## config.mk

```make
export PLATFORM = sky130hd
export DESIGN_NAME = aai_core
export DESIGN_NICKNAME = d
export VERILOG_FILES = /design/src/core/aai_pkg.sv /design/src/core/aai_core.sv /design/src/core/aai_alu.sv
export SDC_FILE = /design/constraint.sdc
export NUM_CORES = 1
export LEC_CHECK = 0
export BUFFER_PORTS_ARGS = -buffer_cell sky130_fd_sc_hd__buf_2
export CORE_UTILIZATION = 60
export CTS_CLUSTER_DIAMETER = 150
export DETAILED_ROUTE_END_ITERATION = 8
export HOLD_SLACK_MARGIN = 0.15
export PLACE_DENSITY = 0.76
export SLEW_MARGIN = 20
export SYNTH_ARGS = -nofsm -noshare
export SYNTH_HDL_FRONTEND = slang
export SYNTH_HIERARCHICAL = 1
export SYNTH_SLANG_ARGS = --single-unit
```

## constraint.sdc

```tcl
create_clock -name clk_in -period 3.9 [get_ports clk_in]
set_input_delay 0.585 -clock clk_in [delete_from_list [all_inputs] [get_ports clk_in]]
set_output_delay 0.585 -clock clk_in [all_outputs]
set_load 0.01 [all_outputs]
```

## src/core/aai_pkg.sv

```systemverilog
// Package: opcodes, phases, flag layout and state types for the add/and execution unit
package aai_pkg;
	localparam int WORD_W = 14;
	localparam int DATA_W = 8;
	localparam int ADDR_W = 7;
	localparam int DEPTH = 128;
	// Opcode top six bits
	localparam logic [5:0] OP_ADD_LIT = 6'h3e;
	localparam logic [5:0] OP_ADD_LIT_MASK = 6'h3e;
	localparam logic [5:0] OP_AND_LIT = 6'h39;
	localparam logic [5:0] OP_ADD_REG = 6'h07;
	localparam logic [5:0] OP_AND_REG = 6'h05;
	localparam int OP_HI = 13;
	localparam int OP_LO = 8;
	localparam int DEST_BIT = 7;
	localparam int HALF_W = 4;
	localparam logic [DATA_W-1:0] ZERO_BYTE = 8'h00;
	localparam logic [ADDR_W-1:0] ZERO_ADDR = 7'h00;
	localparam logic [WORD_W-1:0] ZERO_WORD = 14'h0000;

	typedef enum logic [1:0] {
		PH_DECODE = 2'b00,
		PH_READ = 2'b01,
		PH_PROCESS = 2'b10,
		PH_WRITE = 2'b11
	} aai_phase_type;

	typedef enum logic [2:0] {
		OPK_NONE = 3'b000,
		OPK_ADD_LIT = 3'b001,
		OPK_AND_LIT = 3'b010,
		OPK_ADD_REG = 3'b011,
		OPK_AND_REG = 3'b100
	} aai_op_type;

	typedef struct packed {
		logic carry;
		logic half_carry;
		logic zero;
	} aai_flags_type;

	typedef struct packed {
		logic [DATA_W-1:0] result;
		aai_flags_type flags;
	} aai_alu_out_type;

	typedef struct packed {
		aai_phase_type phase;
		aai_op_type op;
		logic dest_reg;
		logic [ADDR_W-1:0] addr;
		logic [DATA_W-1:0] operand;
		aai_alu_out_type alu;
		logic [DATA_W-1:0] acc;
		aai_flags_type flags;
		logic mem_we;
		logic [ADDR_W-1:0] mem_addr;
		logic [DATA_W-1:0] mem_data;
		logic done;
	} aai_state_type;
endpackage : aai_pkg

```

## src/core/aai_core.sv

```systemverilog
// Four-phase execution of literal and register add/AND instructions
`timescale 1ns/1ps
module aai_core (
	input wire logic clk_in,
	input wire logic reset_n_in,
	input wire logic [aai_pkg::WORD_W-1:0] instr_in,
	input wire logic [aai_pkg::ADDR_W-1:0] port_addr_in,
	input wire logic [aai_pkg::DATA_W-1:0] port_pins_in,
	output logic [aai_pkg::DATA_W-1:0] acc_out,
	output aai_pkg::aai_flags_type flags_out,
	output aai_pkg::aai_phase_type phase_out,
	output logic done_out,
	output logic mem_we_out,
	output logic [aai_pkg::ADDR_W-1:0] mem_addr_out,
	output logic [aai_pkg::DATA_W-1:0] mem_data_out
);
	////////////////////////////////////////////////////////////////////////////////
	aai_pkg::aai_state_type state;
	aai_pkg::aai_state_type next_state;
	aai_pkg::aai_alu_out_type alu_res;
	logic [aai_pkg::DATA_W-1:0] ram [aai_pkg::DEPTH];
	logic [aai_pkg::DATA_W-1:0] pin_s1;
	logic [aai_pkg::DATA_W-1:0] pin_s2;
	logic [aai_pkg::DATA_W-1:0] pin_s3;
	logic [aai_pkg::DATA_W-1:0] pin_level;
	logic [5:0] top;
	logic is_add;

	// Pins are asynchronous: three stages, accepted when last two agree
	always_ff @(posedge clk_in or negedge reset_n_in) begin
		if (!reset_n_in) begin
			pin_s1 <= aai_pkg::ZERO_BYTE;
			pin_s2 <= aai_pkg::ZERO_BYTE;
			pin_s3 <= aai_pkg::ZERO_BYTE;
			pin_level <= aai_pkg::ZERO_BYTE;
		end else begin
			pin_s1 <= port_pins_in;
			pin_s2 <= pin_s1;
			pin_s3 <= pin_s2;
			if (pin_s2 == pin_s3) begin
				pin_level <= pin_s3;
			end
		end
	end

	assign top = instr_in[aai_pkg::OP_HI:aai_pkg::OP_LO];
	assign is_add = (state.op == aai_pkg::OPK_ADD_LIT) || (state.op == aai_pkg::OPK_ADD_REG);

	aai_alu u_alu (
		.acc_in(state.acc),
		.operand_in(state.operand),
		.is_add_in(is_add),
		.flags_in(state.flags),
		.alu_out(alu_res)
	);

	////////////////////////////////////////////////////////////////////////////////
	always_comb begin
		next_state = state;
		next_state.mem_we = 1'b0;
		next_state.done = 1'b0;
		unique case (state.phase)
			aai_pkg::PH_DECODE: begin
				next_state.phase = aai_pkg::PH_READ;
				next_state.addr = instr_in[aai_pkg::ADDR_W-1:0];
				next_state.dest_reg = instr_in[aai_pkg::DEST_BIT];
				next_state.operand = instr_in[aai_pkg::DATA_W-1:0];
				if ((top & aai_pkg::OP_ADD_LIT_MASK) == aai_pkg::OP_ADD_LIT) begin
					next_state.op = aai_pkg::OPK_ADD_LIT;
				end else if (top == aai_pkg::OP_AND_LIT) begin
					next_state.op = aai_pkg::OPK_AND_LIT;
				end else if (top == aai_pkg::OP_ADD_REG) begin
					next_state.op = aai_pkg::OPK_ADD_REG;
				end else if (top == aai_pkg::OP_AND_REG) begin
					next_state.op = aai_pkg::OPK_AND_REG;
				end else begin
					// Other opcodes belong to the rest of the core
					next_state.op = aai_pkg::OPK_NONE;
				end
			end
			aai_pkg::PH_READ: begin
				next_state.phase = aai_pkg::PH_PROCESS;
				if (state.op == aai_pkg::OPK_ADD_REG || state.op == aai_pkg::OPK_AND_REG) begin
					if (state.addr == port_addr_in) begin
						next_state.operand = pin_level;
					end else begin
						next_state.operand = ram[state.addr];
					end
				end
			end
			aai_pkg::PH_PROCESS: begin
				next_state.phase = aai_pkg::PH_WRITE;
				next_state.alu = alu_res;
			end
			aai_pkg::PH_WRITE: begin
				next_state.phase = aai_pkg::PH_DECODE;
				if (state.op != aai_pkg::OPK_NONE) begin
					next_state.flags = state.alu.flags;
					next_state.done = 1'b1;
					if ((state.op == aai_pkg::OPK_ADD_REG || state.op == aai_pkg::OPK_AND_REG)
						&& state.dest_reg) begin
						next_state.mem_we = 1'b1;
						next_state.mem_addr = state.addr;
						next_state.mem_data = state.alu.result;
					end else begin
						next_state.acc = state.alu.result;
					end
				end
			end
		endcase
	end

	always_ff @(posedge clk_in or negedge reset_n_in) begin
		if (!reset_n_in) begin
			state <= '{phase: aai_pkg::PH_DECODE, op: aai_pkg::OPK_NONE, dest_reg: 1'b0,
				addr: aai_pkg::ZERO_ADDR, operand: aai_pkg::ZERO_BYTE,
				alu: '{result: aai_pkg::ZERO_BYTE, flags: '{1'b0, 1'b0, 1'b0}},
				acc: aai_pkg::ZERO_BYTE, flags: '{1'b0, 1'b0, 1'b0}, mem_we: 1'b0,
				mem_addr: aai_pkg::ZERO_ADDR, mem_data: aai_pkg::ZERO_BYTE, done: 1'b0};
		end else begin
			state <= next_state;
		end
	end

	// Register file has no reset; contents are undefined until written
	always_ff @(posedge clk_in) begin
		if (next_state.mem_we) begin
			ram[next_state.mem_addr] <= next_state.mem_data;
		end
	end

	assign acc_out = state.acc;
	assign flags_out = state.flags;
	assign phase_out = state.phase;
	assign done_out = state.done;
	assign mem_we_out = state.mem_we;
	assign mem_addr_out = state.mem_addr;
	assign mem_data_out = state.mem_data;
endmodule : aai_core

```

## src/core/aai_alu.sv

```systemverilog
// ALU slice: add and AND with carry, half carry and zero
`timescale 1ns/1ps
module aai_alu (
	input wire logic [aai_pkg::DATA_W-1:0] acc_in,
	input wire logic [aai_pkg::DATA_W-1:0] operand_in,
	input wire logic is_add_in,
	input wire aai_pkg::aai_flags_type flags_in,
	output aai_pkg::aai_alu_out_type alu_out
);
	logic [aai_pkg::DATA_W:0] sum;
	logic [aai_pkg::HALF_W:0] low_sum;
	always_comb begin
		sum = {1'b0, acc_in} + {1'b0, operand_in};
		low_sum = {1'b0, acc_in[aai_pkg::HALF_W-1:0]} + {1'b0, operand_in[aai_pkg::HALF_W-1:0]};
		alu_out.flags = flags_in;
		if (is_add_in) begin
			alu_out.result = sum[aai_pkg::DATA_W-1:0];
			alu_out.flags.carry = sum[aai_pkg::DATA_W];
			alu_out.flags.half_carry = low_sum[aai_pkg::HALF_W];
		end else begin
			// AND keeps carry and half carry untouched
			alu_out.result = acc_in & operand_in;
		end
		alu_out.flags.zero = (alu_out.result == aai_pkg::ZERO_BYTE);
	end
endmodule : aai_alu

```

* Word-level counts from Yosys, hierarchy flattened
Memory sizes are Yosys's and may differ from the RTL's.
Cells that the tools add are included.
** Word-level totals
- Memory bits (writable) :: 1024
- Word-level logic and storage cells :: 64
- Output and inout port bits :: 30
- Input port bits :: 31
- Memories kept :: 1
- Bits in registers :: 92
** Cells by class
- Bitwise logic cells :: 2
- Muxes and demuxes :: 15
- Equality and inequality tests :: 13
- Reductions and logical operators :: 10
- $add $sub $neg :: 2
** Memories
- ram :: words 128, width 8, read ports 1, clocked after memory_dff 0, wr ports 1, RTL line aai_core.sv:21 : logic [aai_pkg::DATA_W-1:0] ram [aai_pkg::DEPTH];
** Operators with widths (count)
- 17-bit 2-to-1 mux :: 2
- 8-bit 2-to-1 mux :: 3
- 16-bit 2-to-1 mux :: 1
- 8-bit case mux with 2 select lines :: 1
- 6-bit by 3-bit == test with 1-bit output (second input constant) :: 2
- 3-bit 2-to-1 mux :: 4
- 8-bit by 8-bit adder with 9-bit output :: 1
- 8-bit bitwise AND :: 1
- 8-bit == test :: 1
- 8-bit zero test :: 1
- 2-bit case mux with 4 select lines :: 1
- 7-bit == test :: 1
- 6-bit == test (second input constant) :: 1
- 4-bit by 4-bit adder with 5-bit output :: 1
- 5-bit == test (second input constant) :: 1
- 2-bit == test (second input constant) :: 2
- 2-bit AND reduction :: 2
- 3-bit by 1-bit == test with 1-bit output (second input constant) :: 1
- 3-bit by 2-bit == test with 1-bit output (second input constant) :: 1
- 3-bit == test (second input constant) :: 1
- 3-bit AND reduction :: 1
- 3-bit nonzero test :: 1
- 2-bit by 1-bit == test with 1-bit output (second input constant) :: 1
- 2-bit zero test :: 1
- other kinds (7) :: 9

* Depth between registers and ports, before layout
Gate-level depths: netlist (run 1).
- Depth after elaboration :: 8
- Mapped depth :: 11
- Depth with buffers taken out :: 9

* By module
The synthesis (run 1) kept the hierarchy.
** Modules (own cells, without submodules)
- aai_core :: area each 43656.9 sq um, cells an instance 2153, times used 1, seq. area each 33051.7 sq um
- aai_alu :: area each 614.3 sq um, cells an instance 82, times used 1, seq. area each 0.0 sq um

* Worst setup path after synthesis (run 1)
OpenSTA, ideal clock, no wires.
- Path kind :: register to register
- Start point :: reg state[56] in the netlist's numbering
- End point :: mem ram[0][1] in the netlist's numbering (data pin)
- Library setup time :: 379 ps
- Path buffers :: 2
- Data arrival time :: 2523 ps
- Data required time :: 3521 ps
- Slack :: 998 ps
- Stages on the path, launching flop included :: 6
- Period minus slack after synthesis :: 2902 ps
- Cell sequence :: dfrtp_1 or3b_1 a21oi_4 buf_2 buf_2 mux2_2
** RTL lines
- start: declaration :: RTL line aai_core.sv:18 : aai_pkg::aai_state_type state;
- start signal: assignment :: RTL line aai_core.sv:115 : state <= '{phase: aai_pkg::PH_DECODE, op: aai_pkg::OPK_NONE, dest_reg: 1'b0,
- start signal: assignment :: RTL line aai_core.sv:121 : state <= next_state;
- end: declaration :: RTL line aai_core.sv:21

==> results of run 1 <==
worst max-delay path: cells and delay by family (launching register included):
kind	cells	cell delay, ns
muxes	1	0.90
buffers and inverters	2	0.82
AOI/OAI and AO/OA	1	0.45
and+or+nand+nor	1	0.47
DFF	1	0.43
logic make-up (layout without fill, tap and decap cells):
family / after synthesis / in the layout / share of synthesized area (%)
AO/OA/AOI/OAI: 220 / 220 / 3.46
XOR/XNOR: 17 / 17 / 0.336
adder cells (fa/ha/maj): 13 / 13 / 0.384
buffers and inverters: 157 / 502 / 2.31
flip-flops: 1116 / 1116 / 74.7
multiplexers: 341 / 341 / 14.9
AND/OR/NAND/NOR: 371 / 371 / 3.99
power by group through the flow:
| stage | sequential, mW | clock, mW | combinational (mW) |
|---|---|---|---|
| 2_1_floorplan | 13.2 | 0 | 0.540 |
| 3_3_place_gp | 13.3 | 0 | 0.742 |
| 3_5_place_dp | 13.3 | 0 | 0.758 |
| 4_1_cts | 13.0 | 10.4 | 0.771 |
| 5_1_grt | 13.0 | 10.8 | 0.820 |
| 6_report | 13.0 | 10.3 | 0.781 |
registers in the layout, summed over array words and instances (netlist names), 2 cells and up:
| signal | cells |
|---|---|
| pin_s3 | 8 |
| pin_s1 | 8 |
| mem_data_out | 8 |
| acc_out | 8 |
| state | 30 |
| pin_s2 | 8 |
| ram | 1024 |
| phase_out | 2 |
| pin_level | 8 |
| flags_out | 3 |
| mem_addr_out | 7 |
layout make-up:
type / count / area (um^2)
clock buffers: 145 / 2940
clock inverters: 56 / 552
fillers: 4304 / 22700
inverters: 18 / 67.6
multi-input cells: 962 / 10200
flip-flops and latches: 1116 / 33100
well taps: 959 / 1200
repair buffers: 283 / 2160
stage by stage:
| step | util (%) | setup WS (ns) | hold slack (ns) | std cells | area, um^2 |
|---|---|---|---|---|---|
| after detailed placement | 63.9 | 0.555 | 0.335 | 3328 | 46600 |
| final | 68.8 | 0.472 | 0.188 | 3539 | 50200 |
| after global routing | 68.8 | 0.299 | 0.182 | 3539 | 50200 |
| after floorplan | - | 0.998 | 0.289 | 2235 | 44300 |
| after CTS | 68.8 | 0.549 | 0.160 | 3538 | 50200 |
| after global placement | 63.9 | 0.444 | 0.336 | 3328 | 46600 |
per-layer routing:
| metal | GRT usage [%] | wire [um] |
|---|---|---|
| met5 | 0.128 | 0 |
| met4 | 11.4 | 4260 |
| met3 | 6.11 | 12300 |
| met2 | 47.8 | 54100 |
| met1 | 41.8 | 40400 |
cells in the final DEF, fill, tap and decap left out, types with 5 or more instances in the layout:
cell type and count:
buf_2 59, nor2b_1 12, buf_12 12, o21ai_0 26, clkbuf_1 31, nand3b_1 7, edfxtp_1 1024, xnor2_1 13
and2_1 5, nand2_1 63, dfrtp_1 88, nand2b_1 9, buf_4 202, mux2i_1 43, inv_1 17, a21oi_1 22
a211oi_1 8, ha_1 12, nand4_1 9, a21boi_0 6, or3_1 8, nor2_1 161, o22ai_1 46, nor3_1 13
o41ai_1 8, a2bb2oi_1 6, nand3_1 52, mux4_2 242, bufinv_16 10, clkinvlp_4 5, a22oi_1 45, mux2_4 8
clkbuf_16 111, clkinv_2 14, o21ai_1 6, dlygate4sd3_1 9, clkinv_1 24, mux2_2 43
worst max path at each step:
stage,slack (ns),endpoint,depth (start not counted),startpoint
2_1_floorplan,1.0,ram[0][1]$_DFFE_PP_,5,state[56]$_DFFE_PN0P_
3_3_place_gp,0.44,state[42]$_DFFE_PN0P_,7,state[48]$_DFFE_PN0P_
3_5_place_dp,0.56,state[44]$_DFFE_PN0P_,7,state[48]$_DFFE_PN0P_
4_1_cts,0.55,state[44]$_DFFE_PN0P_,7,state[48]$_DFFE_PN0P_
5_1_grt,0.30,ram[76][3]$_DFFE_PP_,8,state[57]$_DFFE_PN0P_
6_report,0.47,ram[11][4]$_DFFE_PP_,5,state[57]$_DFFE_PN0P_
timing repair:
action | 4_1_cts | 5_1_grt
resized for setup | 0 | 0
endpoints found under the hold margin | 76 | 0
hold buffers | 9 | 0
==> summary.md, run 1 <==
| Metric | Value |
|---|---|
| RSZ-0062 raised after global routing | false |
| Slowest-stage cell, CP | mux2_4 |
| Post-synth top area share | 69.5% |
| NetSw | 4.94 mW |
| LEAKAGE | approximately 14 nW |
| Post-DP HPWL | approximately 70000 um |
| First-pass GRT wire length | ~160000 um |
| Yosys warning count | 6 |
| Flop pwr share | between 50% and 60% |
| Clock share of power | 42.8% |
| H-tree depth | 3 |
| Critical path endpoint category | flip-flop |
| Switching Share | between 20% and 30% |
| Sink Count | between 1000 and 1500 |
| HP Class | in2reg |
| Setup violators final | 0 |
| Number of synthesized flops with an enable pin | roughly 1000 |
| Die X | 274 um |
| Nets | roughly 2500 |
| Mapped Cells | about 2200 |
| Syn nets | 2279 |
| Most common cell in the netlist | edfxtp_1 |
| Main synth FF type | edfxtp_1 |
| Port Buffers | 60 |
| F_max | between 200 and 300 MHz |
| Pint | roughly 19 mW |
| Chip height | 274 um |
| Initial antenna violation count | 0 |
| Boundary pin count | between 60 and 70 |
| Area grow syn2layout | 13.4% |
| Biggest area consumer among synthesized cells | edfxtp_1 |
| Final hold violation count | 0 |
| Initial Util | between 60% and 70% |
| Routed len/inst | between 30 and 40 um |
| Drt pass-1 iters | 8 |
| WHS Endpoint | state[53]$_DFFE_PN0P_ |
| Core area | roughly 73000 um^2 |
| Clk_skew | around 0.035 ns |
| ANT cells | 0 |
| Top post-synthesis cells by area | edfxtp_1 69%, mux4_2 12%, dfrtp_1 5.2%, nor2_1 1.4%, mux2_2 1.3% |
| Clk buf depth | 3 |
| Overflow after GRT | 0 |
| Worst-path clk slew | approximately 0.06 ns |
| FP Rows | between 90 and 100 |
| Crit path time final | between 3 and 4 ns |
| Root buf cell | clkbuf_16 |
| Worst setup SP type | flip-flop |
| #FFs+latches synth | between 1000 and 1500 |
| Clk Latency, worst-skew pair | between 0.6 and 0.7 ns |
| Hold_sp | instr_in[6] |
| Total power | roughly 24 mW |
| Vias | between 20000 and 25000 |
| CP dominant cell by count | buf_4 |
| Total track usage | between 30% and 40% |
| Worst path arrival time | ~3.8 ns |
| R2R Setup Slk | between 0.4 and 0.5 ns |
| Status | complete, no violations |
| Fraction of layout cells with a size suffix above 1 | between 20% and 30% |
| Initial DRC count | 3667 |
| Synth cell count leaders | 1024 x edfxtp_1, 242 x mux4_2, 161 x nor2_1 |
| Hold path cells | 3 |
| Vias per cell | ~6.8 |
| Vias in the first global route | roughly 24000 |
| Sequential area share after synthesis | between 70% and 80% |
| Power Dens Cells | around 480 nW/um^2 |
| Slew HR | between 10% and 20% |
| Antenna Nets Post-Route | 0 |
| Combinational cell fraction of total power | about 3.2% |
| Slew @ Worst Pin | around 1.3 ns |
| Tcrit/Tclk final | between 80% and 90% |
| Largest net degree at the start of global routing | between 90 and 100 |
| CTS Buf Count | ~110 |
| Worst-path cell chain | or3b_1 -> a21oi_4 -> buf_4 -> mux2_4 -> buf_4 |
| Reg-to-Reg End | ram[11][4]$_DFFE_PP_ |
| Drc violations | 0 |
| Count of cell types in the netlist | 83 |
| DRT Wirelength | roughly 110000 um |
| Die area | 74900 um^2 |
| Gpl congestion | just over 0.9 |
| Ys async rst share | slightly above 8% |
| Max VDD drop | 0.000384 V |
| Setup TNS | 0 ns |
| Worst reg-to-reg path cell count | 5 |
| Worst path max stage delay | 0.90 ns |
| Cell area after synthesis | ~44000 um^2 |
| Synth Area per Inst | 19.8 um^2 |
| Crit-path max FO | 90 |
| Max-cap violation count | 0 |
| CTS tree | yes |
| Worst EP required | 4.31 ns |
| Reg2Reg Launch Point | state[57]$_DFFE_PN0P_ |
| Fin. max-slew vios | 0 |
| Post-CTS Setup Repair Bufs | 0 |
| Setup Crit Path Kind | reg2reg |
Power figures use the tool's default switching activity.
==> inputs of run 2 (changes only) <==
Settings changed: BUFFER_PORTS_ARGS -buffer_cell sky130_fd_sc_hd__buf_2 to not set, DONT_BUFFER_PORTS set to 1.
==> run 2 against run 1 <==
  * Critical path depth increased by 3
  * Clock power about the same
  * Hold slack improved by 0.034 ns
  * Sequential share of layout area is 0.16 points lower
  * Final area increased by 0.24%
  * Flip-flop and latch count unchanged
  * Worst setup slack got worse by 0.29 ns
  * Non-clock buffer count shrank 32
  * Critical path type unchanged
  * Largest power group unchanged
  * Highest routed layer unchanged
==> summary.md, run 2 (synthesis gave the netlist of run 1 again) <==
| Metric | Value |
|---|---|
| Final hold violation count | 0 (unchanged) |
| Area grow syn2layout | 13.7% |
| Total track usage | 30.4% (+0.24 points) |
| Gpl congestion | 0.953 (+3.3%) |
| Max reg flops | 1024 (unchanged) |
| LEAKAGE | 14.3 nW (-0.54%) |
| Drt pass-1 iters | 9 (+1) |
| Initial DRC count | 3559 (-2.9%) |
| Non-filler cells, final | 3502 (-1.0%) |
| Core area | 73000 um^2 (unchanged) |
| Drc violations | 0 (unchanged) |
| Fraction of layout cells with a size suffix above 1 | 27.8% (-0.83 points) |
| CTS Buf Count | 106 (-0.93%) |
| Die X | 274 um (unchanged) |
| Clk Latency, worst-skew pair | 0.69 ns (about the same) |
| Filler cell count | 4299 (-0.12%) |
| Largest net degree at the start of global routing | 93 (+2.2%) |
| Initial antenna violation count | 2 (+2) |
| Boundary pin count | 61 (unchanged) |
| FP Rows | 99 (unchanged) |
| Sink Count | 1116 (unchanged) |
| Max-cap violation count | 0 (unchanged) |
| F_max | 269 MHz (-7.9%) |
| Initial Util | 60.7% (unchanged) |
| Post-CTS Setup Repair Bufs | 0 (unchanged) |
| Critical path endpoint category | flip-flop |
| Routed len/inst | 31.8 um (+1.4%) |
| Slew @ Worst Pin | 1.15 ns (-0.155 ns) |
| Fin. max-slew vios | 0 (unchanged) |
| Nets | 2499 (-1.3%) |
| Largest regs | ram x1024, state x30 |
| HP Class | in2reg |
| Overflow after GRT | 0 (unchanged) |
| Slew HR | 22.2% (+9.5 points) |
| Worst path arrival time | 4.27 ns (+0.43 ns) |
| Tcrit/Tclk final | 95.4% (+7.6 points) |
| Root buf cell | clkbuf_16 |
| Register area | 33100 um^2 (unchanged) |
| Chip height | 274 um (unchanged) |
| Vias in the first global route | 23900 (+0.55%) |
| Area of the multi-input gates | 10200 um^2 (about the same) |
| RSZ-0062 raised after global routing | false |
| Clk buf depth | 3 (unchanged) |
| Post-DP HPWL | 71400 um (+1.7%) |
| Port Buffers | 0 (-100%) |
| Crit path time final | 3.72 ns (+0.294 ns) |
| CTS tree | yes |
| First-pass GRT wire length | 162000 um (+0.42%) |
| H-tree depth | 3 (unchanged) |
| Final cell utilization of the core | 69.0% (+0.16 points) |
| Die area | 74900 um^2 (unchanged) |
| Crit-path max FO | 53 (-41%) |
| Clk_skew | 0.0439 ns (+0.00840 ns) |
| Antenna Nets Post-Route | 0 (unchanged) |
| DRT Wirelength | 112000 um (+0.37%) |
| Most frequent cells in the layout | 1024 x edfxtp_1, 242 x mux4_2, 212 x buf_4 |
| Vias | 23700 (-0.97%) |
| Status | complete, no violations |
| Setup Crit Path Kind | reg2reg |
| Power Dens Cells | 485 nW/um^2 (+0.95%) |
| Largest register by flop count | ram |
| Vias per cell | 6.76 (about the same) |
| Most common cell after layout, fill and taps aside | edfxtp_1 |
| Max VDD drop | 0.000404 V (+5.3%) |
| Worst setup SP type | flip-flop |
| Worst-path clk slew | 0.06 ns (about the same) |
| Placed cell count | 3284 (-1.3%) |
| Setup violators final | 0 (unchanged) |
| Setup TNS | 0 ns (unchanged) |
| Worst EP required | 4.44 ns (+0.13 ns) |
==> run 2: changes by cell type in the layout (fill, tap and decap cells not counted), sizes merged <==
cell         change
diode            +1
buf             -44
clkinv          -10
clkinvlp         +1
clkbuf           -2
dlygate4sd3     +12
bufinv           +5
==> run 2: what timing repair did <==
item / in CTS / in global routing
gates resized for setup: 0 / 0
endpoints found under the hold margin: 110 / 0
hold buffers: 22 / 0
==> run 2: critical path, stage by stage (launching register included) <==
cell     delay (ns)
dfrtp_4        0.92
buf_12         0.39
buf_12         0.25
mux4_2         0.25
nor3_1         0.05
nor2_1         0.20
nor4b_1        0.95
nand3_1        0.19
o21ai_0        0.33
==> run 2: cell type report <==
type                       count  share of cell area [%]
antenna                        1                 0.00497
inverter                      18                   0.134
multi-input combinational    962                    20.3
sequential                  1116                    65.7
tap                          959                    2.38
clock inverter                52                    1.33
clock buffer                 143                    5.82
timing repair buffer         251                    4.31
==> run 2: final timing paths <==
kind	startpoint	end	slack [ns]	cells after the start
worst max-delay path	state[48]$_DFFE_PN0P_	state[42]$_DFFE_PN0P_	0.18	8
worst min-delay path	instr_in[9]	state[56]$_DFFE_PN0P_	0.22	2
worst max register to register	state[48]$_DFFE_PN0P_	state[42]$_DFFE_PN0P_	0.18	8
worst min register to register	pin_s1[6]$_DFF_PN0_	pin_s2[6]$_DFF_PN0_	0.35	0
max in group asynchronous	reset_n_in	state[49]$_DFFE_PN0P_	2.93	2
min in group asynchronous	reset_n_in	state[41]$_DFFE_PN0P_	0.58	2
==> run 2: where the power goes <==
| group | total [mW] | leakage, nW | internal (mW) | switching (mW) |
|---|---|---|---|---|
| combinational | 0.763 | 4.08 | 0.306 | 0.457 |
| sequential | 13.0 | 8.43 | 12.9 | 0.0965 |
| clock | 10.6 | 1.75 | 6.26 | 4.35 |
==> run 2: through the flow <==
stage	instance area [um^2]	hold slack (ns)	setup slack [ns]	total power, mW
2_1_floorplan	44300	0.289	0.998	13.8
3_3_place_gp	46500	0.291	0.432	14.0
3_5_place_dp	46500	0.291	0.337	14.0
4_1_cts	50300	0.172	0.283	24.5
5_1_grt	50300	0.219	0.166	25.0
6_report	50300	0.222	0.178	24.4
==> run 2: per-layer routing <==
metal / track usage, % / share of wire (%) / wire length, um
met5: 0 / 0 / 0
met4: 12.9 / 4.2 / 4680
met3: 7.87 / 11 / 12800
met2: 48.1 / 48 / 53600
met1: 40.3 / 36 / 40500
